**config.mk**
```make
export PLATFORM = sky130hd
export DESIGN_NAME = irq_transfer_unit
export DESIGN_NICKNAME = d
export VERILOG_FILES = /design/src/hdl/irq_transfer_pkg.sv /design/src/hdl/irq_transfer_unit.sv /design/src/hdl/xfer_fifo.sv
export VERILOG_INCLUDE_DIRS = /design/src /design/src/hdl
export SDC_FILE = /design/constraint.sdc
export NUM_CORES = 2
export LEC_CHECK = 0
export BUFFER_PORTS_ARGS = -buffer_cell sky130_fd_sc_hd__buf_2
export CORE_AREA = 2 2 513 515
export CTS_BUF_LIST = sky130_fd_sc_hd__clkbuf_8
export CTS_CLUSTER_SIZE = 10
export DETAILED_ROUTE_END_ITERATION = 8
export DIE_AREA = 0 0 515 517
export GPL_TIMING_DRIVEN = 0
export PLACE_DENSITY = 0.36
export SYNTH_ARGS = -nofsm -noshare
export SYNTH_HDL_FRONTEND = slang
export SYNTH_SLANG_ARGS = --single-unit
```
**constraint.sdc**
```tcl
create_clock -name ref_clk -period 122.3 [get_ports ref_clk]
set_clock_uncertainty 0.1 [all_clocks]
set_input_delay 6.115 -clock ref_clk [delete_from_list [all_inputs] [get_ports ref_clk]]
set_output_delay 6.115 -clock ref_clk [all_outputs]
set_load 0.1 [all_outputs]
```
**src/hdl/irq_transfer_regs.svh**
```systemverilog
// timing constants and reset values for the interrupt and event transfer unit
// assumes inclusion by bare name from hdl/
`ifndef IRQ_TRANSFER_REGS_SVH
`define IRQ_TRANSFER_REGS_SVH
`define LAT_JC_CYCLES 7
`define LAT_NOJC_CYCLES 11
`define XFER_CYCLES 1
`define RST_PTR 16'h0000
`define RST_CNT 8'h00
`define FIFO_DEPTH_DEF 4
`endif

```
**src/hdl/irq_transfer_pkg.sv**
```systemverilog
// types of the interrupt and event transfer unit
// assumes nothing of its surroundings
package irq_transfer_pkg;
   typedef enum logic [3:0] {
      ST_IDLE = 4'h1,
      ST_WAIT = 4'h2,
      ST_XFER = 4'h4,
      ST_VEC = 4'h8
   } ctl_state_t;
   typedef enum logic [1:0] {
      EDGE_NONE = 2'h0,
      EDGE_RISE = 2'h1,
      EDGE_FALL = 2'h2,
      EDGE_BOTH = 2'h3
   } edge_mode_t;
endpackage : irq_transfer_pkg

```
**src/hdl/irq_transfer_unit.sv**
```systemverilog
// interrupt nodes, external request router, event transfer channels
// assumes peripherals give level requests synchronous to ref_clk, cpu acks vectors
// Overview of operation
// - each node picks vectored interrupt or event transfer by a per-node bit
// - vectored service raises a vector request with the node number to the cpu
// - an event transfer steals exactly one cpu cycle, no context switch
// - transfer moves byte or word, then bumps source, destination or both
// - channel counter counts down per transfer, not in continuous mode
// - counter reaching zero raises vectored interrupt of the originating node
// - eight independent transfer channels, each triggered by a node request
// - vector entry no earlier than 7 cycles, or 11 without jump cache
// - 64 nodes, each with request flag, enable flag and priority field
// - shared nodes take their source from source select registers
// - router takes peripheral and pin requests before the nodes
// - router has 4 input channels, a routing matrix and 4 output gates
// - edge trigger stage detects rising, falling or both edges
// - output gate passes or blocks events by pattern match or miss
// - hardware trap branches to its handler ahead of any interrupt
`timescale 1ns/100ps
`include "irq_transfer_regs.svh"
module irq_transfer_unit #(
   parameter int NODES = 64,
   parameter int CHANS = 8,
   parameter int ROUTES = 4,
   parameter int SHARED = 4,
   parameter int PRIO_W = 4,
   parameter int FIFO_DEPTH = `FIFO_DEPTH_DEF
) (
   input wire logic ref_clk,
   input wire logic sys_rst,
   input wire logic [NODES-1:0] node_src,
   input wire logic [NODES-1:0] node_enable,
   input wire logic [NODES-1:0] node_use_xfer,
   input wire logic [NODES*PRIO_W-1:0] node_prio,
   input wire logic [NODES*3-1:0] node_chan,
   input wire logic [NODES-1:0] node_flag_clr,
   output logic [NODES-1:0] node_flag,
   input wire logic [SHARED*4-1:0] alt_src,
   input wire logic [SHARED*2-1:0] source_select_register,
   input wire logic [ROUTES-1:0] router_in,
   input wire logic [ROUTES*2-1:0] edge_mode,
   input wire logic [ROUTES*ROUTES-1:0] route_matrix,
   input wire logic [ROUTES-1:0] gate_pattern_in,
   input wire logic [ROUTES-1:0] gate_pattern,
   input wire logic [ROUTES-1:0] gate_on_miss,
   output logic [ROUTES-1:0] router_out,
   input wire logic [CHANS-1:0] chan_word,
   input wire logic [CHANS-1:0] chan_inc_src,
   input wire logic [CHANS-1:0] chan_inc_dst,
   input wire logic [CHANS-1:0] chan_continuous,
   input wire logic [CHANS-1:0] chan_load,
   input wire logic [CHANS*16-1:0] chan_load_src,
   input wire logic [CHANS*16-1:0] chan_load_dst,
   input wire logic [CHANS*8-1:0] chan_load_cnt,
   output logic [CHANS*8-1:0] chan_cnt,
   input wire logic jump_cache,
   input wire logic trap_req,
   input wire logic [3:0] trap_class,
   output logic vec_req,
   output logic [6:0] vec_num,
   output logic vec_is_trap,
   input wire logic vec_ack,
   output logic cpu_stall,
   output logic xfer_valid,
   input wire logic xfer_ready,
   output logic [15:0] xfer_src,
   output logic [15:0] xfer_dst,
   output logic xfer_word,
   output logic [2:0] xfer_chan
);
   localparam int NW = $clog2(NODES);
   localparam int FW = 36;
   typedef struct packed {
      irq_transfer_pkg::ctl_state_t state;
      logic [NODES-1:0] flag;
      logic [NODES-1:0] src_d;
      logic [ROUTES-1:0] rin_d;
      logic [ROUTES-1:0] rout;
      logic [CHANS*16-1:0] sptr;
      logic [CHANS*16-1:0] dptr;
      logic [CHANS*8-1:0] cnt;
      logic [NW-1:0] node;
      logic trap;
      logic [3:0] wait_cnt;
      logic [6:0] vnum;
      logic xv;
      logic [15:0] xs;
      logic [15:0] xd;
      logic xw;
      logic [2:0] xc;
   } ctl_t;
   ctl_t st_reg;
   ctl_t st_next;
   logic [NODES-1:0] src_eff;
   logic [ROUTES-1:0] edge_ev;
   logic [ROUTES-1:0] gate_sum;
   logic [NODES-1:0] pend;
   logic any_pend;
   logic [NW-1:0] win;
   logic [PRIO_W-1:0] win_prio;
   logic fifo_in_ready;
   logic [FW-1:0] fifo_out;
   logic [3:0] lat_need;
   assign node_flag = st_reg.flag;
   assign router_out = st_reg.rout;
   assign chan_cnt = st_reg.cnt;
   assign vec_req = st_reg.state == irq_transfer_pkg::ST_VEC;
   assign vec_num = st_reg.vnum;
   assign vec_is_trap = st_reg.trap;
   assign cpu_stall = st_reg.state == irq_transfer_pkg::ST_XFER;
   assign lat_need = jump_cache ? 4'(`LAT_JC_CYCLES) : 4'(`LAT_NOJC_CYCLES);
   // ************************************************************
   // source selection and external request router
   // ************************************************************
   always_comb begin
      src_eff = node_src;
      for (int s = 0; s < SHARED; s++) begin
         src_eff[NODES-SHARED+s] = alt_src[s*4+source_select_register[s*2+:2]];
      end
      for (int r = 0; r < ROUTES; r++) begin
         src_eff[NODES-SHARED-ROUTES+r] = st_reg.rout[r];
      end
   end
   always_comb begin
      for (int r = 0; r < ROUTES; r++) begin
         unique case (irq_transfer_pkg::edge_mode_t'(edge_mode[r*2+:2]))
            irq_transfer_pkg::EDGE_NONE: edge_ev[r] = 1'b0;
            irq_transfer_pkg::EDGE_RISE: edge_ev[r] = router_in[r] && !st_reg.rin_d[r];
            irq_transfer_pkg::EDGE_FALL: edge_ev[r] = !router_in[r] && st_reg.rin_d[r];
            irq_transfer_pkg::EDGE_BOTH: edge_ev[r] = router_in[r] != st_reg.rin_d[r];
         endcase
      end
      for (int g = 0; g < ROUTES; g++) begin
         gate_sum[g] = |(edge_ev & route_matrix[g*ROUTES+:ROUTES]);
         if (gate_on_miss[g]) begin
            gate_sum[g] = gate_sum[g] && (gate_pattern_in != gate_pattern);
         end else begin
            gate_sum[g] = gate_sum[g] && (gate_pattern_in == gate_pattern);
         end
      end
   end
   // ************************************************************
   // priority arbitration
   // ************************************************************
   always_comb begin
      pend = st_reg.flag & node_enable;
      any_pend = |pend;
      win = '0;
      win_prio = '0;
      for (int n = NODES-1; n >= 0; n--) begin
         if (pend[n] && node_prio[n*PRIO_W+:PRIO_W] >= win_prio) begin
            win = NW'(n);
            win_prio = node_prio[n*PRIO_W+:PRIO_W];
         end
      end
   end
   // ************************************************************
   // node flags, channels and service sequencer
   // ************************************************************
   always_comb begin
      logic [2:0] ch;
      logic [7:0] c;
      ch = node_chan[((st_reg.state == irq_transfer_pkg::ST_XFER) ? st_reg.node : win)*3+:3];
      c = st_reg.cnt[ch*8+:8];
      st_next = st_reg;
      st_next.src_d = src_eff;
      st_next.rin_d = router_in;
      st_next.rout = gate_sum;
      st_next.flag = st_reg.flag & ~node_flag_clr;
      for (int k = 0; k < CHANS; k++) begin
         if (chan_load[k]) begin
            st_next.sptr[k*16+:16] = chan_load_src[k*16+:16];
            st_next.dptr[k*16+:16] = chan_load_dst[k*16+:16];
            st_next.cnt[k*8+:8] = chan_load_cnt[k*8+:8];
         end
      end
      if (fifo_in_ready || !st_reg.xv) begin
         st_next.xv = 1'b0;
      end
      unique case (st_reg.state)
         irq_transfer_pkg::ST_IDLE: begin
            st_next.wait_cnt = 4'h1;
            if (trap_req) begin
               st_next.trap = 1'b1;
               st_next.vnum = {3'h0, trap_class};
               st_next.state = irq_transfer_pkg::ST_WAIT;
            end else if (any_pend) begin
               st_next.node = win;
               st_next.trap = 1'b0;
               st_next.vnum = {1'b1, 6'(win)};
               if (node_use_xfer[win] && (c != 8'h00 || chan_continuous[ch])) begin
                  if (fifo_in_ready && !st_reg.xv) begin
                     st_next.state = irq_transfer_pkg::ST_XFER;
                  end
               end else begin
                  st_next.flag[win] = 1'b0;
                  st_next.state = irq_transfer_pkg::ST_WAIT;
               end
            end
         end
         irq_transfer_pkg::ST_XFER: begin
            st_next.flag[st_reg.node] = 1'b0;
            st_next.xv = 1'b1;
            st_next.xs = st_reg.sptr[ch*16+:16];
            st_next.xd = st_reg.dptr[ch*16+:16];
            st_next.xw = chan_word[ch];
            st_next.xc = ch;
            if (chan_inc_src[ch]) begin
               st_next.sptr[ch*16+:16] = st_reg.sptr[ch*16+:16] + (chan_word[ch] ? 16'h2 : 16'h1);
            end
            if (chan_inc_dst[ch]) begin
               st_next.dptr[ch*16+:16] = st_reg.dptr[ch*16+:16] + (chan_word[ch] ? 16'h2 : 16'h1);
            end
            if (!chan_continuous[ch]) begin
               st_next.cnt[ch*8+:8] = c - 8'h01;
            end
            if (!chan_continuous[ch] && c == 8'h01) begin
               st_next.flag[st_reg.node] = 1'b1;
            end
            st_next.state = irq_transfer_pkg::ST_IDLE;
         end
         irq_transfer_pkg::ST_WAIT: begin
            st_next.wait_cnt = st_reg.wait_cnt + 4'h1;
            if (st_reg.wait_cnt >= lat_need - 4'h1) begin
               st_next.state = irq_transfer_pkg::ST_VEC;
            end
         end
         irq_transfer_pkg::ST_VEC: begin
            if (vec_ack) begin
               st_next.state = irq_transfer_pkg::ST_IDLE;
            end
         end
         default: st_next.state = irq_transfer_pkg::ST_IDLE;
      endcase
      for (int n = 0; n < NODES; n++) begin
         if (src_eff[n] && !st_reg.src_d[n]) begin
            st_next.flag[n] = 1'b1;
         end
      end
   end
   always_ff @(posedge ref_clk or posedge sys_rst) begin
      if (sys_rst) begin
         st_reg <= '0;
         st_reg.state <= irq_transfer_pkg::ST_IDLE;
      end else begin
         st_reg <= st_next;
      end
   end
   // ************************************************************
   // descriptor buffer toward memory side
   // ************************************************************
   xfer_fifo #(.WIDTH(FW), .DEPTH(FIFO_DEPTH)) u_fifo (
      .ref_clk(ref_clk),
      .sys_rst(sys_rst),
      .in_valid(st_reg.xv),
      .in_ready(fifo_in_ready),
      .in_data({st_reg.xc, st_reg.xw, st_reg.xs, st_reg.xd}),
      .out_valid(xfer_valid),
      .out_ready(xfer_ready),
      .out_data(fifo_out)
   );
   assign xfer_chan = fifo_out[35:33];
   assign xfer_word = fifo_out[32];
   assign xfer_src = fifo_out[31:16];
   assign xfer_dst = fifo_out[15:0];
endmodule : irq_transfer_unit

```
**src/hdl/xfer_fifo.sv**
```systemverilog
// small fifo holding transfer descriptors on their way to the memory side
// assumes one clock, asynchronous active-high reset
`timescale 1ns/100ps
module xfer_fifo #(
   parameter int WIDTH = 36,
   parameter int DEPTH = 4
) (
   input wire logic ref_clk,
   input wire logic sys_rst,
   input wire logic in_valid,
   output logic in_ready,
   input wire logic [WIDTH-1:0] in_data,
   output logic out_valid,
   input wire logic out_ready,
   output logic [WIDTH-1:0] out_data
);
   localparam int AW = (DEPTH > 1) ? $clog2(DEPTH) : 1;
   typedef struct packed {
      logic [AW-1:0] wr;
      logic [AW-1:0] rd;
      logic [AW:0] cnt;
   } fifo_state_t;
   fifo_state_t st_reg;
   fifo_state_t st_next;
   logic [WIDTH-1:0] mem [DEPTH];
   logic push;
   logic pop;
   assign in_ready = (st_reg.cnt != (AW+1)'(DEPTH));
   assign out_valid = (st_reg.cnt != '0);
   assign out_data = mem[st_reg.rd];
   assign push = in_valid && in_ready;
   assign pop = out_valid && out_ready;
   always_comb begin
      st_next = st_reg;
      if (push) begin
         st_next.wr = (st_reg.wr == AW'(DEPTH-1)) ? '0 : st_reg.wr + 1'b1;
      end
      if (pop) begin
         st_next.rd = (st_reg.rd == AW'(DEPTH-1)) ? '0 : st_reg.rd + 1'b1;
      end
      if (push && !pop) begin
         st_next.cnt = st_reg.cnt + 1'b1;
      end else if (pop && !push) begin
         st_next.cnt = st_reg.cnt - 1'b1;
      end
   end
   always_ff @(posedge ref_clk or posedge sys_rst) begin
      if (sys_rst) begin
         st_reg <= '0;
      end else begin
         st_reg <= st_next;
      end
   end
   always_ff @(posedge ref_clk) begin
      if (push) begin
         mem[st_reg.wr] <= in_data;
      end
   end
endmodule : xfer_fifo

```
## After elaboration in Yosys (flattened, before gate mapping)

Memory sizes are Yosys's and may differ from the RTL's.
Index checks and enable logic that the tools add are counted.

- Bitwise operators: 13
- Order comparisons: 74
- Muxes and demuxes: 279
- Shift-type cells: 9
- Add/subtract/negate cells: 14
- Equality and inequality tests: 30
- Reduce and logical (&&, ||, !) cells: 249
- Multipliers: 1

Operators with widths:

| kind | number |
|---|---|
| 6-bit 2-to-1 mux | 65 |
| 320-bit 2-to-1 mux | 1 |
| 4-bit 2-to-1 mux | 69 |
| 64-bit AND | 4 |
| 128-bit bitwise mux | 2 |
| 4-bit greater-or-equal comparator | 64 |
| 128-bit 2-to-1 mux | 2 |
| 16-bit 2-to-1 mux | 16 |
| 64-bit 2-to-1 mux | 4 |
| 128-bit by 8-bit indexed part select with 16-bit output | 2 |
| 16-bit by 34-bit indexed part select with 128-bit output | 2 |
| 64-bit NOT | 3 |
| 192-bit by 9-bit indexed part select with 3-bit output | 1 |
| 1-bit logical AND | 153 |
| 64-bit one-hot mux with 2 select lines | 1 |
| 16-bit by 34-bit variable shift with 128-bit output (first input constant) | 1 |
| 1-bit 2-to-1 mux | 84 |
| 1-bit zero test | 76 |
| 68-bit 2-to-1 mux | 1 |
| 64-bit bitwise mux | 1 |
| 8-bit 2-to-1 mux | 8 |
| 64-bit bitwise OR | 1 |
| 64-bit OR reduction | 1 |
| 8-bit by 34-bit variable shift with 64-bit output (first input constant) | 1 |
| other kinds (59) | 106 |

- Bits in writable memories: 144
- Output and inout port bits: 179
- Memories kept: 1
- Input bits: 1,138
- Word-level logic and storage cells: 690
- Flip-flop bits (word level): 522

Memory list:

| memory | words | width | rd ports | clocked after memory_dff | wr ports | RTL line | source |
|---|---|---|---|---|---|---|---|
| u_fifo.mem | 4 | 36 | 1 | 0 | 1 | xfer_fifo.sv:25 | `logic [WIDTH-1:0] mem [DEPTH];` |

## Logic depth before layout (Yosys ltp)

- Depth after elaboration: 204
- Depth in mapped cells: 564
- Gate-level depth less buffers: 549

## By module

Synthesis repeated with hierarchy kept, for this count alone.

- Cell total of the unflattened synthesis: 6,354
- Area, all modules: 55,791.0 µm²

Modules (own cells, without submodules):

| module | cells an instance | area an instance (µm²) | seq. area each (µm²) | instances |
|---|---|---|---|---|
| irq_transfer_unit | 6,128 | 50,144.3 | 12,888.6 | 1 |
| xfer_fifo | 226 | 5,646.7 | 4,499.3 | 1 |

## Worst setup path after synthesis

No wires, ideal clock.

- Path type: input-to-reg
- Start: input port node_prio[252]
- End: register st_reg[277] (netlist bit)
- Path slack: 12.193 ns
- Data required time: 122.060 ns
- Data arrival time: 109.867 ns
- Path buffers: 16
- Setup time: 0.140 ns
- Stages: 516
- Cell sequence: and3_1 -> ha_1 -> or3b_4 -> a21o_1 -> buf_4 -> nand2_1 -> mux2_2 -> ha_1 -> nand2b_1 -> a221oi_1 -> a21oi_1 -> a2111oi_2 -> nor2_1 -> nor2_1 -> a21oi_1 -> ha_1 -> nand2b_1 -> a21oi_1 -> [480 not listed] -> o211ai_1 -> and4b_4 -> nor2_8 -> buf_6 -> buf_2 -> clkbuf_1 -> clkbuf_1 -> clkbuf_1 -> a311oi_1 -> a31oi_1 -> ha_1 -> inv_1 -> fa_1 -> or4_1 -> clkbuf_1 -> nor4_2 -> xnor2_1 -> o21ai_1

RTL lines:

| what | RTL line | source |
|---|---|---|
| start, declared | irq_transfer_unit.sv:34 | `input wire logic [NODES*PRIO_W-1:0] node_prio,` |
| end signal, assigned | irq_transfer_unit.sv:246 | `st_reg <= st_next;` |
| end, declared | irq_transfer_unit.sv:92 | `ctl_t st_reg;` |

==> flow_summary.json <==
{
  "cts_buffer_depth": 3,
  "h-tree-depth": 4,
  "port_buffers": 1294,
  "final_max_slew_viol_count": 0,
  "grt_pass1_wl_mm": 549,
  "cts_root_buf": "clkbuf_8",
  "synth_edf_count": 144,
  "die_h_um": 517,
  "synthTopCellsByArea": "dfrtp_1 25%, edfxtp_1 8.1%, nand2_1 5.3%",
  "clkTransAtPathRegs_ns": 0.06,
  "r2r_cells": 530,
  "finalSetupViolCount": 0,
  "r2r_slack_ns": 10.57,
  "cp-start-kind": "input port",
  "cts_buffers": 138,
  "remaining_drc_errors": 0,
  "synth-xor-area-share_pct": 0.767,
  "synth-simple-area-share_pct": 21.5,
  "dr.pass1.iters": 6,
  "fin_tns_setup_ns": 0,
  "layout.nets": 9079,
  "largest_reg_flops": 375,
  "synth_top_family_by_area": "compound AO/OA/AOI/OAI gates",
  "synth.distinct_cells": 165,
  "gp_congestion": 1.02,
  "wl_per_cell_um": 37.1,
  "synth_area_per_cell_um2": 8.53,
  "die_w_um": 515,
  "r2r_start": "node_flag[63]",
  "synth_top_area_share_pct": 24.5,
  "die_area_mm2": 0.266,
  "endpoint": "st_reg[292]",
  "drt_iter0_markers": 6542,
  "ys_warn_count": 0,
  "drive_gt1_share_pct": 32.4,
  "synth.most_common_cell": "nand2_1",
  "hold_path_class": "reg -> reg",
  "routed_wl_mm": 424,
  "syn_nets": 7535,
  "netlist_area_mm2": 0.0532,
  "overflow": 0,
  "max-slew-margin-rel_pct": 0.668,
  "ys_ff_latch": 666,
  "path_class": "in -> reg",
  "synth_ff_type": "dfrtp_1",
  "cts.hold.buffers_added": 0,
  "drv_cap": 1,
  "tightest_slew_ns": 1.49,
  "required_ns": 122.97,
  "synth-compound-area-share_pct": 23.0,
  "hpwlAfterDp_mm": 353,
  "finalHoldViolations": 0,
  "n_fill_cell": 28900,
  "num_rows": 188,
  "critPathMaxFanout": 10,
  "synth_fa_ha_area_share_pct": 4.56,
  "synth.mux.area_fraction_pct": 9.63,
  "grt_pass1_vias": 58700,
  "cts_tree": "done",
  "critPathLaunch": "node_enable[63]",
  "synth_top_cell_by_area": "dfrtp_1",
  "ioPinCount": 1317,
  "syn_inst": 6235,
  "vias_per_cell": 5.38,
  "max_stage_delay_ns": 0.58,
  "drtAntennaViolNets": 0,
  "cp.arrival_ns": 117.04,
  "synthArstFlopShare_pct": 78.4,
  "numClockSinks": 666,
  "failed_checks": "max-capacitance violations",
  "routed-via-count": 61600,
  "yosysSeqAreaShare_pct": 32.7,
  "fin_crit_ns": 116.37,
  "area_growth_pct": 31.8,
  "start_util_pct": 20.4,
  "status": "finished with violations",
  "insertion_delay_ns": 0.96,
  "core-area_mm2": 0.261,
  "post-route-period-util_pct": 95.1,
  "slowest_stage": "or4_4",
  "post-route-util_pct": 26.8,
  "antenna_found_initial": 267,
  "worst_path_most_repeated_cell": "ha_1",
  "r2r-end": "st_reg[292]",
  "synth_top_cells_by_count": "746 x nand2_1, 521 x dfrtp_1, 419 x a21oi_1, 390 x o21ai_0, 346 x nor2_1",
  "grt_max_degree": 109,
  "track_usage_pct": 30.6,
  "end_kind": "flip-flop",
  "max_freq_mhz": 8.59
}
[routing by layer]
layer	vias to the layer above	global-route usage [%]	part of all wire, %
li1	26400	-	-
met5	-	0	0.15
met3	829	7.87	8.5
met4	98	15.5	5.6
met1	30800	37.9	40
met2	3409	48.8	45
[how the worst min path moves through the flow]
stage / end / cells after the start / slack, ns / start
after floorplan: st_reg[439] / 0 / 0.27 / router_out[0]
after global placement: vec_is_trap / 2 / 0.37 / vec_is_trap
after detailed placement: u_fifo.st_reg[2] / 1 / 0.37 / u_fifo.st_reg[2]
after CTS: u_fifo.st_reg[2] / 1 / 0.39 / u_fifo.st_reg[2]
after global routing: u_fifo.st_reg[2] / 1 / 0.40 / u_fifo.st_reg[2]
final: u_fifo.st_reg[2] / 1 / 0.39 / u_fifo.st_reg[2]
[layout by cell type, fill, tap and decap left out, types with 174 or more instances in the layout]
master      n
buf_2    1334
nand2_1   739
dfrtp_1   521
a21oi_1   390
o21ai_0   364
inv_1     349
nor2_1    321
nand3_1   300
buf_4     270
mux2i_1   197
mux2_2    186
o21ai_1   174
[kinds of logic after synthesis]
logic type	Yosys count
xor gates and xnor gates	44
muxes	435
buffers and inverters	785
DFF	666
adders and majority gates	199
AOI/OAI and AO/OA	1852
and+or+nand+nor	2254
[per-stage QoR]
step           hold slack (ns)  cell area, um^2  cells  setup WS [ns]
2_1_floorplan            0.275            53200   6235          12.19
3_3_place_gp             0.370            63900  10900         -13.12
3_5_place_dp             0.374            64300  11000         -13.02
4_1_cts                  0.387            68000  11200        0.00330
5_1_grt                  0.402            69900  11400         -0.291
6_report                 0.388            70100  11400           5.93
[area by class of cell]
cell class / count / area (um^2) / share of cell area, %
flip-flops and latches: 666 / 17400 / 24.8
diodes: 124 / 310 / 0.443
clock buffers: 164 / 2260 / 3.22
repair buffers: 1409 / 7620 / 10.9
plain buffers: 472 / 3180 / 4.54
well taps: 3420 / 4280 / 6.11
inverters: 308 / 1170 / 1.67
multi-input cells: 4784 / 33200 / 47.4
clock inverters: 89 / 642 / 0.916
[what timing repair did]
action | 4_1_cts | 5_1_grt
pin swaps | 12 | 76
setup buffers | 18 | 81
setup endpoints to repair | 435 | 435
cloned | 0 | 1
gates resized for setup | 161 | 250
[critical path: cells and delay by family]
kind	cells	cell delay [ns]
XOR/XNOR	1	0.35
multiplexers	37	12.72
AO/OA/AOI/OAI	188	34.95
buffers and inverters	33	4.81
AND/OR/NAND/NOR	178	29.57
adder cells (fa/ha/maj)	94	28.08
Power is left out: the tool's default activity adds up to more than one toggle a clock period on the data nets, which glitch-free logic cannot reach.
